`config.mk`:
```
export PLATFORM = sky130hd
export DESIGN_NAME = stpc_top
export DESIGN_NICKNAME = d
export VERILOG_FILES = /design/src/stpc_pkg.sv /design/src/stpc_pattern_gen.sv /design/src/stpc_top.sv
export SDC_FILE = /design/constraint.sdc
export NUM_CORES = 1
export LEC_CHECK = 0
export ABC_AREA = 1
export BUFFER_PORTS_ARGS = -buffer_cell sky130_fd_sc_hd__buf_2
export CORE_ASPECT_RATIO = 0.6
export CORE_MARGIN = 4
export CORE_UTILIZATION = 44
export CTS_CLUSTER_SIZE = 24
export DETAILED_ROUTE_END_ITERATION = 8
export PLACE_DENSITY = 0.74
export SYNTH_ARGS = -nofsm -noshare
export SYNTH_HDL_FRONTEND = slang
export SYNTH_SLANG_ARGS = --single-unit
```
`constraint.sdc`:
```
create_clock -name clk_sys -period 4.4 [get_ports clk_sys]
set_clock_uncertainty 0.1 [all_clocks]
set_input_delay 0.88 -clock clk_sys [delete_from_list [all_inputs] [get_ports clk_sys]]
set_output_delay 0.88 -clock clk_sys [all_outputs]
set_load 0.02 [all_outputs]
```
`src/stpc_pkg.sv`:
```
// Constants and carrier types for the self-test and driver pattern control block.
// Assumes a 20 MHz system clock and an AXI4-Lite master with 8-bit byte addresses.
// Notes on behaviour
// - An 8-bit read-only count in bits 15:8 of the control register counts errored nibbles during a packet self test.
// - The error count returns to zero when the packet self test is started again, or to one if an error arrives in the restart cycle.
// - The error count sticks at its largest value and never wraps until the next restart.
// - With the continuous bit set the transmitter sends pseudo-random test data with no gap between packets.
// - Continuous mode takes effect only together with the self-test enable held in the PHY control register.
// - The 10 Mb/s driver pattern runs only while the pattern enable bit is one.
// - The gap between data or link-pulse sequences is 15 us when the gap bit is one, else 10 us.
// - Select 00 sends data then end-of-packet form a, 01 data then form b, 10 normal link pulses.
// - Select 11 sends constant Manchester ones, a 10 MHz tone.
// - The jabber function is off while the jabber disable bit is one and on while it is zero.
package stpc_pkg;

  localparam int unsigned CLK_MHZ = 20;

  // Printed offsets are register indices; the byte address is four times the index
  localparam logic [5:0] IDX_PHY_CONTROL    = 6'h19;
  localparam logic [5:0] IDX_TENMEG_STATUS  = 6'h1A;
  localparam logic [5:0] IDX_PATTERN_CTRL   = 6'h1B;
  localparam logic [7:0] ADDR_PHY_CONTROL   = {IDX_PHY_CONTROL, 2'b00};
  localparam logic [7:0] ADDR_TENMEG_STATUS = {IDX_TENMEG_STATUS, 2'b00};
  localparam logic [7:0] ADDR_PATTERN_CTRL  = {IDX_PATTERN_CTRL, 2'b00};

  // Pattern control fields
  localparam int unsigned ERRCNT_LSB  = 8;
  localparam int unsigned CONT_BIT    = 5;
  localparam int unsigned PATTEN_BIT  = 4;
  localparam int unsigned GAP_BIT     = 2;
  localparam int unsigned PSEL_LSB    = 0;
  localparam logic [7:0]  PATTERN_CTRL_RESET = 8'h00;

  // PHY control fields
  localparam int unsigned PHYCTL_BIST_EN_BIT  = 8;
  localparam int unsigned PHYCTL_SATURATE_BIT = 9;

  // Ten-meg status and control fields
  localparam int unsigned JABBER_DIS_BIT = 0;

  localparam logic [1:0] PSEL_DATA_EOP_A = 2'b00;
  localparam logic [1:0] PSEL_DATA_EOP_B = 2'b01;
  localparam logic [1:0] PSEL_LINK_PULSE = 2'b10;
  localparam logic [1:0] PSEL_TONE       = 2'b11;

  // One clock is one Manchester half-bit at 10 Mb/s
  localparam int unsigned GAP_SHORT_US   = 10;
  localparam int unsigned GAP_LONG_US    = 15;
  localparam logic [8:0]  GAP_SHORT_CYC  = 9'(GAP_SHORT_US * CLK_MHZ);
  localparam logic [8:0]  GAP_LONG_CYC   = 9'(GAP_LONG_US * CLK_MHZ);
  localparam logic [8:0]  DATA_HALF_BITS = 9'h080;
  localparam logic [8:0]  EOP_A_CYC      = 9'h005;
  localparam logic [8:0]  EOP_B_CYC      = 9'h009;
  localparam logic [8:0]  NLP_CYC        = 9'h002;
  localparam logic [8:0]  LFSR_SEED      = 9'h1FF;

  localparam logic [1:0] RESP_OKAY   = 2'b00;
  localparam logic [1:0] RESP_SLVERR = 2'b10;

  typedef struct packed {
    logic        awvalid;
    logic [7:0]  awaddr;
    logic        wvalid;
    logic [31:0] wdata;
    logic [3:0]  wstrb;
    logic        bready;
    logic        arvalid;
    logic [7:0]  araddr;
    logic        rready;
  } stpc_axil_req_s;

  typedef struct packed {
    logic        awready;
    logic        wready;
    logic        bvalid;
    logic [1:0]  bresp;
    logic        arready;
    logic        rvalid;
    logic [31:0] rdata;
    logic [1:0]  rresp;
  } stpc_axil_rsp_s;

endpackage : stpc_pkg

```
`src/stpc_pattern_gen.sv`:
```
// Ten-meg cable-driver test pattern generator.
// Assumes clk_sys is 20 MHz so one cycle is one Manchester half-bit.
`timescale 1ns/100ps
`default_nettype none
module stpc_pattern_gen (
  input  wire logic       clk_sys,
  input  wire logic       reset,
  input  wire logic       enable,
  input  wire logic [1:0] select,
  input  wire logic       long_gap,
  output var  logic       tx10_line,
  output var  logic       tx10_drive
);

  typedef enum logic [2:0] {ST_IDLE, ST_DATA, ST_EOP, ST_NLP, ST_GAP, ST_TONE} stpc_pat_e;

  stpc_pat_e  state;
  logic [8:0] count;
  logic [8:0] lfsr;
  logic       second_half;
  logic [8:0] gap_len;

  assign gap_len = long_gap ? stpc_pkg::GAP_LONG_CYC : stpc_pkg::GAP_SHORT_CYC;

  always_ff @(posedge clk_sys or posedge reset) begin
    if (reset) begin
      state <= ST_IDLE;
      count <= 9'h000;
    end else if (!enable) begin
      state <= ST_IDLE;
      count <= 9'h000;
    end else begin
      case (state)
        ST_IDLE: begin
          count <= 9'h000;
          case (select)
            stpc_pkg::PSEL_DATA_EOP_A: state <= ST_DATA;
            stpc_pkg::PSEL_DATA_EOP_B: state <= ST_DATA;
            stpc_pkg::PSEL_LINK_PULSE: state <= ST_NLP;
            default:                   state <= ST_TONE;
          endcase
        end
        ST_DATA: begin
          if (count == stpc_pkg::DATA_HALF_BITS - 9'h001) begin
            state <= ST_EOP;
            count <= 9'h000;
          end else begin
            count <= count + 9'h001;
          end
        end
        ST_EOP: begin
          if ((select == stpc_pkg::PSEL_DATA_EOP_A && count == stpc_pkg::EOP_A_CYC - 9'h001) ||
              (select != stpc_pkg::PSEL_DATA_EOP_A && count == stpc_pkg::EOP_B_CYC - 9'h001)) begin
            state <= ST_GAP;
            count <= 9'h000;
          end else begin
            count <= count + 9'h001;
          end
        end
        ST_NLP: begin
          if (count == stpc_pkg::NLP_CYC - 9'h001) begin
            state <= ST_GAP;
            count <= 9'h000;
          end else begin
            count <= count + 9'h001;
          end
        end
        ST_GAP: begin
          // Select changes take effect at the next sequence
          if (count >= gap_len - 9'h001) begin
            state <= ST_IDLE;
            count <= 9'h000;
          end else begin
            count <= count + 9'h001;
          end
        end
        ST_TONE: begin
          if (select != stpc_pkg::PSEL_TONE) begin
            state <= ST_IDLE;
          end
        end
        default: begin
          state <= ST_IDLE;
          count <= 9'h000;
        end
      endcase
    end
  end

  // Half-bit phase and pseudo-random data, one new bit per two cycles
  always_ff @(posedge clk_sys or posedge reset) begin
    if (reset) begin
      second_half <= 1'b0;
      lfsr        <= stpc_pkg::LFSR_SEED;
    end else if (state == ST_DATA || state == ST_TONE) begin
      second_half <= ~second_half;
      if (second_half && state == ST_DATA) begin
        lfsr <= {lfsr[7:0], lfsr[8] ^ lfsr[4]};
      end
    end else begin
      second_half <= 1'b0;
    end
  end

  // Manchester: a one is low then high; form a ends high, form b ends low
  always_ff @(posedge clk_sys or posedge reset) begin
    if (reset) begin
      tx10_line  <= 1'b0;
      tx10_drive <= 1'b0;
    end else begin
      case (state)
        ST_DATA: begin
          tx10_line  <= second_half ? lfsr[0] : ~lfsr[0];
          tx10_drive <= 1'b1;
        end
        ST_EOP: begin
          tx10_line  <= (select == stpc_pkg::PSEL_DATA_EOP_A);
          tx10_drive <= 1'b1;
        end
        ST_NLP: begin
          tx10_line  <= 1'b1;
          tx10_drive <= 1'b1;
        end
        ST_TONE: begin
          tx10_line  <= second_half;
          tx10_drive <= 1'b1;
        end
        default: begin
          tx10_line  <= 1'b0;
          tx10_drive <= 1'b0;
        end
      endcase
    end
  end

endmodule : stpc_pattern_gen
`default_nettype wire

```
`src/stpc_top.sv`:
```
// Self-test error counter, continuous-mode control and pattern control registers.
// Assumes an AXI4-Lite master on clk_sys and a receive checker giving one-cycle error pulses.
`timescale 1ns/100ps
`default_nettype none
module stpc_top (
  input  wire logic                    clk_sys,
  input  wire logic                    reset,
  input  wire stpc_pkg::stpc_axil_req_s bus_req,
  output var  stpc_pkg::stpc_axil_rsp_s bus_rsp,
  input  wire logic                    rx_nibble_error,
  output var  logic                    bist_enable,
  output var  logic                    bist_restart,
  output var  logic                    continuous_tx,
  output var  logic                    jabber_enable,
  output var  logic                    tx10_line,
  output var  logic                    tx10_drive
);

  logic [7:0]  pattern_ctrl;
  logic [7:0]  error_count;
  logic        bist_en_bit;
  logic        jabber_dis;
  logic        wr_take;
  logic        rd_take;
  logic        bvalid;
  logic [1:0]  bresp;
  logic        rvalid;
  logic [31:0] rdata;
  logic [1:0]  rresp;
  logic [31:0] next_rdata;
  logic        wr_hit_pattern;
  logic        wr_hit_phy;
  logic        wr_hit_tenmeg;
  logic        saturated;

  // Both write channels are taken together, one write outstanding at most
  assign wr_take = bus_req.awvalid & bus_req.wvalid & ~bvalid;
  assign rd_take = bus_req.arvalid & ~rvalid;

  assign wr_hit_pattern = wr_take && bus_req.awaddr == stpc_pkg::ADDR_PATTERN_CTRL;
  assign wr_hit_phy     = wr_take && bus_req.awaddr == stpc_pkg::ADDR_PHY_CONTROL;
  assign wr_hit_tenmeg  = wr_take && bus_req.awaddr == stpc_pkg::ADDR_TENMEG_STATUS;

  // One process drives the whole response struct so it has a single driver
  always_comb begin
    bus_rsp         = '0;
    bus_rsp.awready = wr_take;
    bus_rsp.wready  = wr_take;
    bus_rsp.bvalid  = bvalid;
    bus_rsp.bresp   = bresp;
    bus_rsp.arready = rd_take;
    bus_rsp.rvalid  = rvalid;
    bus_rsp.rdata   = rdata;
    bus_rsp.rresp   = rresp;
  end

  assign saturated = (error_count == 8'hFF);

  // Write response channel
  always_ff @(posedge clk_sys or posedge reset) begin
    if (reset) begin
      bvalid <= 1'b0;
      bresp  <= stpc_pkg::RESP_OKAY;
    end else if (wr_take) begin
      bvalid <= 1'b1;
      bresp  <= (wr_hit_pattern | wr_hit_phy | wr_hit_tenmeg) ?
                stpc_pkg::RESP_OKAY : stpc_pkg::RESP_SLVERR;
    end else if (bus_req.bready) begin
      bvalid <= 1'b0;
    end
  end

  // Pattern control low byte; only byte lane 0 carries writable bits
  always_ff @(posedge clk_sys or posedge reset) begin
    if (reset) begin
      pattern_ctrl <= stpc_pkg::PATTERN_CTRL_RESET;
    end else if (wr_hit_pattern && bus_req.wstrb[0]) begin
      pattern_ctrl <= bus_req.wdata[7:0];
    end
  end

  // Self-test enable; any write with byte lane 1 strobed and the bit set restarts the test
  always_ff @(posedge clk_sys or posedge reset) begin
    if (reset) begin
      bist_en_bit  <= 1'b0;
      bist_restart <= 1'b0;
    end else begin
      bist_restart <= 1'b0;
      if (wr_hit_phy && bus_req.wstrb[1]) begin
        bist_en_bit  <= bus_req.wdata[stpc_pkg::PHYCTL_BIST_EN_BIT];
        bist_restart <= bus_req.wdata[stpc_pkg::PHYCTL_BIST_EN_BIT];
      end
    end
  end

  always_ff @(posedge clk_sys or posedge reset) begin
    if (reset) begin
      jabber_dis <= 1'b0;
    end else if (wr_hit_tenmeg && bus_req.wstrb[0]) begin
      jabber_dis <= bus_req.wdata[stpc_pkg::JABBER_DIS_BIT];
    end
  end

  // Error nibble counter
  always_ff @(posedge clk_sys or posedge reset) begin
    if (reset) begin
      error_count <= 8'h00;
    end else if (bist_restart) begin
      // clear on restart; an error in the same cycle still counts
      error_count <= {7'h00, rx_nibble_error & bist_en_bit};
    end else if (bist_en_bit && rx_nibble_error && !saturated) begin
      // count errored nibbles, stick at maximum
      error_count <= error_count + 8'h01;
    end
  end

  // Read data mux
  always_comb begin
    next_rdata = 32'h0000_0000;
    case (bus_req.araddr)
      stpc_pkg::ADDR_PATTERN_CTRL: begin
        next_rdata[15:0] = {error_count, pattern_ctrl};
      end
      stpc_pkg::ADDR_PHY_CONTROL: begin
        next_rdata[stpc_pkg::PHYCTL_BIST_EN_BIT]  = bist_en_bit;
        next_rdata[stpc_pkg::PHYCTL_SATURATE_BIT] = saturated;
      end
      stpc_pkg::ADDR_TENMEG_STATUS: begin
        next_rdata[stpc_pkg::JABBER_DIS_BIT] = jabber_dis;
      end
      default: begin
        next_rdata = 32'h0000_0000;
      end
    endcase
  end

  always_ff @(posedge clk_sys or posedge reset) begin
    if (reset) begin
      rvalid <= 1'b0;
      rdata  <= 32'h0000_0000;
      rresp  <= stpc_pkg::RESP_OKAY;
    end else if (rd_take) begin
      rvalid <= 1'b1;
      rdata  <= next_rdata;
      rresp  <= (bus_req.araddr == stpc_pkg::ADDR_PATTERN_CTRL ||
                 bus_req.araddr == stpc_pkg::ADDR_PHY_CONTROL ||
                 bus_req.araddr == stpc_pkg::ADDR_TENMEG_STATUS) ?
                stpc_pkg::RESP_OKAY : stpc_pkg::RESP_SLVERR;
    end else if (bus_req.rready) begin
      rvalid <= 1'b0;
    end
  end

  // Control outputs registered so they settle with the register state
  always_ff @(posedge clk_sys or posedge reset) begin
    if (reset) begin
      bist_enable   <= 1'b0;
      continuous_tx <= 1'b0;
      jabber_enable <= 1'b1;
    end else begin
      bist_enable   <= bist_en_bit;
      // gapless data, only with self-test enable
      // jabber must already be off at 10 Mb/s; not enforced here
      continuous_tx <= pattern_ctrl[stpc_pkg::CONT_BIT] & bist_en_bit;
      jabber_enable <= ~jabber_dis;
    end
  end

  stpc_pattern_gen u_pattern_gen (
    .clk_sys    (clk_sys),
    .reset      (reset),
    .enable     (pattern_ctrl[stpc_pkg::PATTEN_BIT]),
    .select     (pattern_ctrl[stpc_pkg::PSEL_LSB +: 2]),
    .long_gap   (pattern_ctrl[stpc_pkg::GAP_BIT]),
    .tx10_line  (tx10_line),
    .tx10_drive (tx10_drive)
  );

endmodule : stpc_top
`default_nettype wire

```
==> results of run 1 <==
state kept, by name, summed over array words and instances, names as in the netlist, 3 cells and up:
name,flops
rdata,16
error_count,8
u_pattern_gen.state,3
pattern_ctrl,8
u_pattern_gen.lfsr,9
u_pattern_gen.count,9
worst max-delay path by stage:
stage | start | end
2_1_floorplan | reset | bist_en_bit
3_3_place_gp | bus_req[9] | bus_rsp[35]
3_5_place_dp | bus_req[9] | bus_rsp[35]
4_1_cts | bus_req[9] | bus_rsp[35]
5_1_grt | bus_req[9] | bus_rsp[35]
6_report | bus_req[9] | bus_rsp[35]
per-layer routing:
layer	vias to the layer above	share of wire, %	track usage (%)
li1	1608	-	-
met1	1491	50	26.91
met2	108	42	26.85
met3	8	7.5	4.704
met4	0	1.1	4.604
met5	-	0	0
cells in the mapped netlist:
master and count:
nand2_1 127, inv_1 66, dfrtp_1 56, nor2_1 41, o21ai_0 32, nand3_1 25
buf_4 23, a21oi_1 16, dfstp_2 10, ha_1 10, o31ai_1 10, nor2_2 7
nor3_1 6, o21ai_1 6, nand2_2 5, a31oi_1 3, buf_2 3, buf_6 3
nand3_2 3, nand3b_1 3, nand4_1 3, nor2_4 3, xor2_1 3, clkbuf_1 2
inv_2 2, and2_1 1, and3_1 1, conb_1 1, inv_4 1, mux2_1 1
nand3_4 1, nand4_2 1, nor4_1 1, o21ai_2 1, or2_1 1, xnor2_1 1
metrics by stage:
| stage | instances | hold WS [ps] | instance area [um^2] |
|---|---|---|---|
| floorplan | 496 | 273.2 | 3787 |
| global placement | 638 | 330.9 | 4024 |
| detailed placement | 638 | 328.7 | 4024 |
| CTS | 654 | 336.2 | 4320 |
| global route | 654 | 370.8 | 4320 |
| finish | 654 | 332.4 | 4320 |
layout make-up:
cell class              count  area [um^2]
well taps                 108        135.1
clock inverters             5        53.80
fillers                   750         3719
inverters                  69        261.5
flip-flops and latches     66         1664
clock buffers              11        242.7
multi-input cells         330         1633
repair buffers             65        330.3
worst max-delay path, cell delays in order:
cell,delay [ps]
buf_2,100
nand2_1,50
buf_4,260
inv_1,240
buf_2,230
logic make-up (layout without fill, tap and decap cells):
kind of cell / count (synthesis) / in the layout / share of synthesized area [%]
simple gates: 229 / 229 / 27.42
buf+inv: 100 / 150 / 13.17
compound gates: 68 / 68 / 10.01
flops: 66 / 66 / 44.69
fa+ha+maj: 10 / 10 / 3.360
xor+xnor: 4 / 4 / 0.9410
other cells: 1 / 18 / 0.1007
mux: 1 / 1 / 0.3024
power breakdown:
part / leakage, nW / switching (mW) / internal [mW]
combinational: 1.24 / 0.0839 / 0.0357
clock: 0.149 / 0.249 / 0.451
sequential: 0.861 / 0.0112 / 0.624
total: 2.25 / 0.344 / 1.11
==> impl_metrics.json, run 1 <==
{
  "status": "complete, no violations",
  "nets": 611,
  "core-area_um2": 8039,
  "final_common_cell": "nand2_1",
  "mostFrequentLayoutCells": "nand2_1 (127), inv_1 (65), buf_2 (63)",
  "end_kind": "output port",
  "ys_types": 36,
  "ant_nets": 0,
  "r2r-start": "pattern_ctrl[2]",
  "power_mw": 1.455,
  "setup_violations": 0,
  "cts_sinks": 66,
  "reg2reg_slack_ps": 2230,
  "drc": 0,
  "ir_worst_vdd_uv": 172.9,
  "cts-root-buf": "clkbuf_16",
  "place_congestion": 0.9274,
  "post-route-util_pct": 53.74,
  "required_ps": 3420,
  "cts_buffers": 9,
  "drt_iter0_drc": 299,
  "drive_above_1_share_pct": 21.06,
  "clk_latency_ps": 320,
  "mappedNetlistArea_um2": 3724,
  "cts_max_path_buffers": 2,
  "viasPerCell": 4.916,
  "synth_warnings": 0,
  "place.detailed.hpwl_um": 6556,
  "hp-class": "reg -> reg",
  "wirelength_um": 8631,
  "power.leakage_nw": 2.248,
  "yosys.area.top_type": "dfrtp_1",
  "wl_per_cell_um": 13.20,
  "setup_ws_ps": 1645,
  "worstPathArrival_ps": 1780,
  "start_util_pct": 46.32,
  "rsz0062_at_grt": "false",
  "grt_overflow": 0,
  "cts-resized-gates": 0,
  "min_to": "jabber_enable",
  "slew_headroom_pct": 37.29,
  "die_x_um": 126.8,
  "tritoncts": "done",
  "vias": 3215,
  "port_buffers": 63,
  "die_y_um": 79.26,
  "cp_max_fo": 25,
  "period_share_pct": 62.62,
  "grt_pass1_wl_um": 14720,
  "ys_seq_elements": 66,
  "finalMaxSlewViolations": 0,
  "hold_viol": 0,
  "finalSetupTns_ps": 0,
  "grt_pass1_vias": 3059,
  "worst_pin_slew_ps": 939.3,
  "htreeDepth": 3,
  "maxCapViolations": 0,
  "num_rows": 25,
  "area_growth_pct": 16.03,
  "antenna_found_initial": 0,
  "grt_max_degree": 45,
  "synth_top_cell_area_share_pct": 37.63,
  "dieArea_um2": 10050,
  "ctsHoldBuffers": 0,
  "yosysSeqAreaShare_pct": 44.69,
  "gr-usage-all-layers_pct": 18.31,
  "dp_slack_ps": 1656,
  "layout_min_cycle_time_ps": 2755,
  "p_per_area_nw_per_um2": 336.9,
  "worstRegToRegCells": 11,
  "cp-start-kind": "primary input",
  "post_cts.repair.setup_buffers": 0,
  "clk_pin_slew_ps": 50,
  "antenna_cells": 0,
  "path_class": "in -> out",
  "netlist_instances": 479,
  "fmax_mhz": 362.9,
  "io_pins": 107,
  "drt_first_pass_iters": 5,
  "whs_path_depth": 1,
  "syn_avg_cell_area_um2": 7.774,
  "r2r_end": "u_pattern_gen.count[2]",
  "hp-start": "jabber_dis",
  "synth.area.top_cells": "dfrtp_1 (38%), nand2_1 (13%), dfstp_2 (7.1%), inv_1 (6.7%), buf_4 (4.6%)"
}
Note: power is estimated with default switching activity, not from simulation.
==> run 2: changes to the inputs <==
--- a/config.mk
+++ b/config.mk
@@ -12,7 +12,7 @@
 export CORE_UTILIZATION = 44
 export CTS_CLUSTER_SIZE = 24
 export DETAILED_ROUTE_END_ITERATION = 8
-export PLACE_DENSITY = 0.74
+export PLACE_DENSITY = 0.77
 export SYNTH_ARGS = -nofsm -noshare
 export SYNTH_HDL_FRONTEND = slang
 export SYNTH_SLANG_ARGS = --single-unit
==> constraint.sdc (replaced) <==
create_clock -name clk_sys -period 2.4 [get_ports clk_sys]
set_clock_uncertainty 0.1 [all_clocks]
set_input_delay 0.48 -clock clk_sys [delete_from_list [all_inputs] [get_ports clk_sys]]
set_output_delay 0.48 -clock clk_sys [all_outputs]
set_load 0.02 [all_outputs]
==> run 2 against run 1 <==
  * Power up 100%
  * Design area up 1.9%
  * Largest cell class unchanged
  * Via count up 1.9%
  * Combinational power up 89%
  * Critical path depth up 6
  * Core utilization up 1.0 points
  * Largest power group unchanged
  * Die area unchanged
  * Flip-flop and latch count unchanged
  * First-iteration DRC count down 4.3%
  * Sequential share of layout area down 0.70 points
==> impl_metrics.json, run 2 (synthesis results as in run 1) <==
{
  "status": "complete, no violations",
  "max_stage_delay_ps": 440,
  "cp-start-kind": "register",
  "cts_max_path_buffers": 2,
  "post-route-util_pct": 54.79,
  "switchingPower_mw": 0.6548,
  "cp_slowest_cell": "dfrtp_2",
  "cp_max_fo": 8,
  "intPower_mw": 2.284,
  "r2r_end": "u_pattern_gen.count[0]",
  "final_area_um2": 4404,
  "gr-usage-all-layers_pct": 19.08,
  "start_util_pct": 46.32,
  "place.detailed.hpwl_um": 6849,
  "grt_pass1_wl_um": 15250,
  "num_rows": 25,
  "dieArea_um2": 10050,
  "die_y_um": 79.26,
  "grt_overflow": 0,
  "ir_worst_vdd_uv": 340.4,
  "antenna_found_initial": 0,
  "cts-root-buf": "clkbuf_16",
  "maxCapViolations": 0,
  "tritoncts": "done",
  "vias": 3277,
  "path_cells": "inv_1 -> ha_1 -> nand2_1 -> nor2_1 -> nand2_1 -> nand3_1 -> nand2_1 -> nor2_2 -> nand3_4 -> nand3_1 -> nand2_1",
  "crit_top_cell": "nand2_1",
  "required_ps": 2530,
  "p_clk_share_pct": 52.6,
  "grt_max_degree": 48,
  "area_growth_pct": 18.28,
  "htreeDepth": 3,
  "period_share_pct": 90.18,
  "hp-class": "in -> async",
  "regMostFlops": "rdata",
  "wl_per_cell_um": 14.13,
  "antenna_cells": 0,
  "critPathCapture": "u_pattern_gen.count[0]",
  "power.leakage_nw": 2.276,
  "fmax_mhz": 462.1,
  "whs_ps": 59.18,
  "p_seq_share_pct": 39.7,
  "cts_buffers": 9,
  "ctsHoldBuffers": 0,
  "drt_first_pass_iters": 5,
  "largest_register_ffs": 16,
  "slew_headroom_pct": 62.99,
  "dp_slack_ps": 227.5,
  "place_congestion": 0.9651,
  "die_x_um": 126.8,
  "viasPerCell": 5.003,
  "hold_viol": 0,
  "end_kind": "register",
  "r2r-start": "pattern_ctrl[2]",
  "rsz0062_at_grt": "false",
  "wirelength_um": 9255,
  "port_buffers": 63,
  "layout_min_cycle_time_ps": 2164,
  "core-area_um2": 8039,
  "p_sw_share_pct": 22.28,
  "nets": 612,
  "reg2reg_slack_ps": 240,
  "reg_top3": "rdata (16), u_pattern_gen.count (9), u_pattern_gen.lfsr (9)",
  "finalMaxSlewViolations": 0,
  "ant_nets": 0,
  "io_pins": 107,
  "worstRegToRegCells": 11,
  "grt_pass1_vias": 3120,
  "drive_above_1_share_pct": 21.57,
  "path_class": "reg -> reg",
  "drt_iter0_drc": 286,
  "finalSetupTns_ps": 0,
  "p_comb_share_pct": 7.7,
  "setup_ws_ps": 235.8,
  "drc": 0,
  "clk_latency_ps": 330,
  "place_area_um2": 4044,
  "setup_violations": 0,
  "worst_pin_slew_ps": 553.8,
  "post_cts.repair.setup_buffers": 0,
  "cts_sinks": 66,
  "mostFrequentLayoutCells": "nand2_1 (127), inv_1 (65), buf_2 (63)",
  "crit_path_start": "pattern_ctrl[2]",
  "clk_pin_slew_ps": 60,
  "p_per_area_nw_per_um2": 667.2,
  "worstPathArrival_ps": 2290,
  "final_common_cell": "nand2_1"
}
run 2: changes by cell type in the layout (fill, tap and decap cells not counted), sizes merged:
cell / before / now
clkinv: 4 / 0
clkbuf: 11 / 12
clkinvlp: 0 / 1
bufinv: 1 / 3
buf: 65 / 66
run 2: timing repair:
| action | CTS | global route |
|---|---|---|
| gates resized for setup | 0 | 2 |
| setup endpoints to repair | 0 | 2 |
| endpoints found under the hold margin | 0 | 0 |
run 2: worst max-delay path, delay by kind of cell (launching register included):
kind	cells	cell delay, ps
buffers and inverters	1	140
and+or+nand+nor	9	1030
adders and majority gates	1	330
DFF	1	440
run 2: area by class of cell:
cell class / instances / area [um^2]
well taps: 108 / 135.1
clock buffers: 12 / 256.5
inverters: 69 / 261.5
multi-input cells: 330 / 1638
fillers: 745 / 3635
flip-flops and latches: 66 / 1665
clock inverters: 4 / 97.59
repair buffers: 66 / 350.3
run 2: how the worst min path moves through the flow:
| stage | slack (ps) | end | start | depth (start not counted) |
|---|---|---|---|---|
| floorplan | 270 | jabber_enable | jabber_dis | 1 |
| global placement | 340 | jabber_enable | jabber_dis | 1 |
| detailed placement | 330 | jabber_enable | jabber_dis | 1 |
| CTS | 80 | rdata[4] | reset | 2 |
| global route | 110 | u_pattern_gen.count[1] | reset | 2 |
| finish | 60 | rdata[4] | reset | 2 |
run 2: power by group through the flow:
| stage | registers, mW | clock network (mW) | logic [mW] |
|---|---|---|---|
| 2_1_floorplan | 1.20 | 0 | 0.153 |
| 3_3_place_gp | 1.18 | 0 | 0.222 |
| 3_5_place_dp | 1.18 | 0 | 0.227 |
| 4_1_cts | 1.17 | 1.57 | 0.229 |
| 5_1_grt | 1.17 | 1.62 | 0.251 |
| 6_report | 1.17 | 1.55 | 0.227 |
run 2: metal layers:
metal  global-route usage, %  wire [um]  vias to the layer above
li1                        -          -                     1612
met1                   26.77       4486                     1527
met2                   28.64       3951                      122
met3                   5.175        687                       16
met4                   6.210        129                        0
met5                       0          0                        -
run 2: per-stage QoR:
step	total power, mW	std cells
finish	2.938	655
global route	3.037	655
CTS	2.959	655
detailed placement	1.410	639
global placement	1.403	639
floorplan	1.355	496
==> run 3: changes to the inputs <==
--- a/config.mk
+++ b/config.mk
@@ -7,12 +7,14 @@
 export LEC_CHECK = 0
 export ABC_AREA = 1
 export BUFFER_PORTS_ARGS = -buffer_cell sky130_fd_sc_hd__buf_2
+export CELL_PAD_IN_SITES_DETAIL_PLACEMENT = 1
+export CELL_PAD_IN_SITES_GLOBAL_PLACEMENT = 2
 export CORE_ASPECT_RATIO = 0.6
 export CORE_MARGIN = 4
-export CORE_UTILIZATION = 44
+export CORE_UTILIZATION = 26
 export CTS_CLUSTER_SIZE = 24
 export DETAILED_ROUTE_END_ITERATION = 8
-export PLACE_DENSITY = 0.77
+export PLACE_DENSITY = 0.8
 export SYNTH_ARGS = -nofsm -noshare
 export SYNTH_HDL_FRONTEND = slang
 export SYNTH_SLANG_ARGS = --single-unit
==> run 3 against run 2 <==
  * Critical path depth unchanged
  * Setup slack improved by 29 ps
  * Power down 6.3%
  * Sequential share of layout area fell by 0.61 points
  * Critical path type unchanged
  * Critical endpoint is now u_pattern_gen.count[1]
  * Highest routed layer unchanged
==> impl_metrics.json, run 3 (synthesis results as in run 1) <==
{
  "status": "complete, no violations",
  "io_pins": 107,
  "final_common_cell": "nand2_1",
  "fmax_mhz": 468.4,
  "ant_nets": 0,
  "p_seq_share_pct": 42.2,
  "switchingPower_mw": 0.7273,
  "cp_max_fo": 8,
  "grt_pass1_vias": 3251,
  "worst_pin_slew_ps": 577.9,
  "crit_family": "simple AND/OR/NAND/NOR gates",
  "mostFrequentLayoutCells": "nand2_1 (127), inv_1 (65), buf_2 (63)",
  "die_y_um": 100.7,
  "p_per_area_nw_per_um2": 615.6,
  "wirelength_um": 10540,
  "place.detailed.hpwl_um": 8522,
  "critPathBufInv": 1,
  "cp-start-kind": "register",
  "maxCapViolations": 0,
  "end_kind": "register",
  "period_share_pct": 88.96,
  "vias": 3267,
  "cts-resized-gates": 0,
  "drive_above_1_share_pct": 21.82,
  "cts_sinks": 66,
  "start_util_pct": 26.92,
  "wl_per_cell_um": 14.20,
  "finalMaxSlewViolations": 0,
  "clk_pin_slew_ps": 60,
  "drt_iter0_drc": 196,
  "cts-root-buf": "clkbuf_16",
  "path_class": "reg -> reg",
  "layout_min_cycle_time_ps": 2135,
  "regMostFlops": "rdata",
  "cts_buffers": 9,
  "cp_slowest_cell": "dfrtp_1",
  "drt_first_pass_iters": 4,
  "grt_overflow": 0,
  "ir_worst_vdd_uv": 241.7,
  "post_cts.repair.setup_buffers": 0,
  "p_sw_share_pct": 26.41,
  "required_ps": 2530,
  "grt_pass1_wl_um": 16970,
  "reg_top3": "rdata (16), u_pattern_gen.count (9), u_pattern_gen.lfsr (9)",
  "clk_latency_ps": 340,
  "slew_headroom_pct": 61.12,
  "viasPerCell": 4.403,
  "port_buffers": 63,
  "post_layout_nonfiller_instances": 742,
  "num_rows": 33,
  "p_clk_share_pct": 49.4,
  "gr-usage-all-layers_pct": 13.33,
  "power.leakage_nw": 2.266,
  "dieArea_um2": 16360,
  "crit_top_cell": "nand2_1",
  "nets": 615,
  "antenna_cells": 0,
  "grt_max_degree": 29,
  "die_x_um": 162.5,
  "rsz0062_at_grt": "false",
  "finalSetupTns_ps": 0,
  "ctsHoldBuffers": 0,
  "largest_register_ffs": 16,
  "intPower_mw": 2.026,
  "setup_violations": 0,
  "drc": 0,
  "hp-class": "in -> async",
  "tritoncts": "done",
  "place_congestion": 0.8585,
  "core-area_um2": 13830,
  "path_cells": "inv_1 -> ha_1 -> nand2_1 -> nor2_1 -> nand2_1 -> nand3_1 -> nand2_1 -> nor2_2 -> nand3_4 -> nand3_1 -> nand2_1",
  "area_growth_pct": 20.13,
  "nFillCells": 1696,
  "hold_viol": 0,
  "max_stage_delay_ps": 470,
  "dp.cells": 726,
  "cts_max_path_buffers": 2,
  "power_mw": 2.754,
  "p_comb_share_pct": 8.4,
  "antenna_found_initial": 0,
  "worstPathArrival_ps": 2260,
  "htreeDepth": 3
}
run 3: routing by layer:
layer,track usage [%],up-vias,wire (um)
met3,2.738,14,630
met4,4.483,0,154
met2,18.39,75,4157
met5,0,-,0
li1,-,1609,-
met1,20.44,1569,5592
run 3: area by class of cell:
| class | count | area, um^2 | area share [%] |
|---|---|---|---|
| flip-flops and latches | 66 | 1664 | 37.20 |
| multi-input cells | 330 | 1633 | 36.50 |
| repair buffers | 69 | 372.9 | 8.336 |
| inverters | 69 | 261.5 | 5.846 |
| well taps | 192 | 240.2 | 5.371 |
| clock buffers | 9 | 225.2 | 5.035 |
| clock inverters | 7 | 76.32 | 1.706 |
run 3: final timing paths:
path | from | to | slack, ps | depth (start not counted)
worst max-delay path | pattern_ctrl[2] | u_pattern_gen.count[1] | 270 | 11
worst min-delay path | reset | rdata[12] | 60 | 2
worst max register to register | pattern_ctrl[2] | u_pattern_gen.count[1] | 270 | 11
worst min register to register | jabber_dis | jabber_enable | 350 | 1
max in group asynchronous | reset | u_pattern_gen.lfsr[0] | 1440 | 3
min in group clk_sys | bus_req[10] | bvalid | 220 | 2
run 3: worst register-to-register path, stage by stage, from the launching register on:
cell and delay (ps):
dfrtp_1 470, inv_1 160, ha_1 350, nand2_1 80
nor2_1 120, nand2_1 100, nand3_1 100, nand2_1 60
nor2_2 170, nand3_4 150, nand3_1 110, nand2_1 50
run 3: power by group through the flow:
stage / clock network [mW] / registers, mW / logic [mW]
2_1_floorplan: 0 / 1.20 / 0.153
3_3_place_gp: 0 / 1.18 / 0.228
3_5_place_dp: 0 / 1.18 / 0.235
4_1_cts: 1.39 / 1.16 / 0.236
5_1_grt: 1.45 / 1.17 / 0.259
6_report: 1.36 / 1.16 / 0.231
run 3: metrics by stage:
step | area, um^2 | setup slack (ps) | hold WS (ps) | utilization (%)
final | 4473 | 265.1 | 62.01 | 32.34
after global routing | 4473 | 74.94 | 96.32 | 32.34
after CTS | 4473 | 240.8 | 74.58 | 32.34
after detailed placement | 4172 | 255.3 | 344.4 | 30.16
after global placement | 4172 | 331.7 | 338.8 | 30.16
after floorplan | 3787 | 181.7 | 273.2 | -
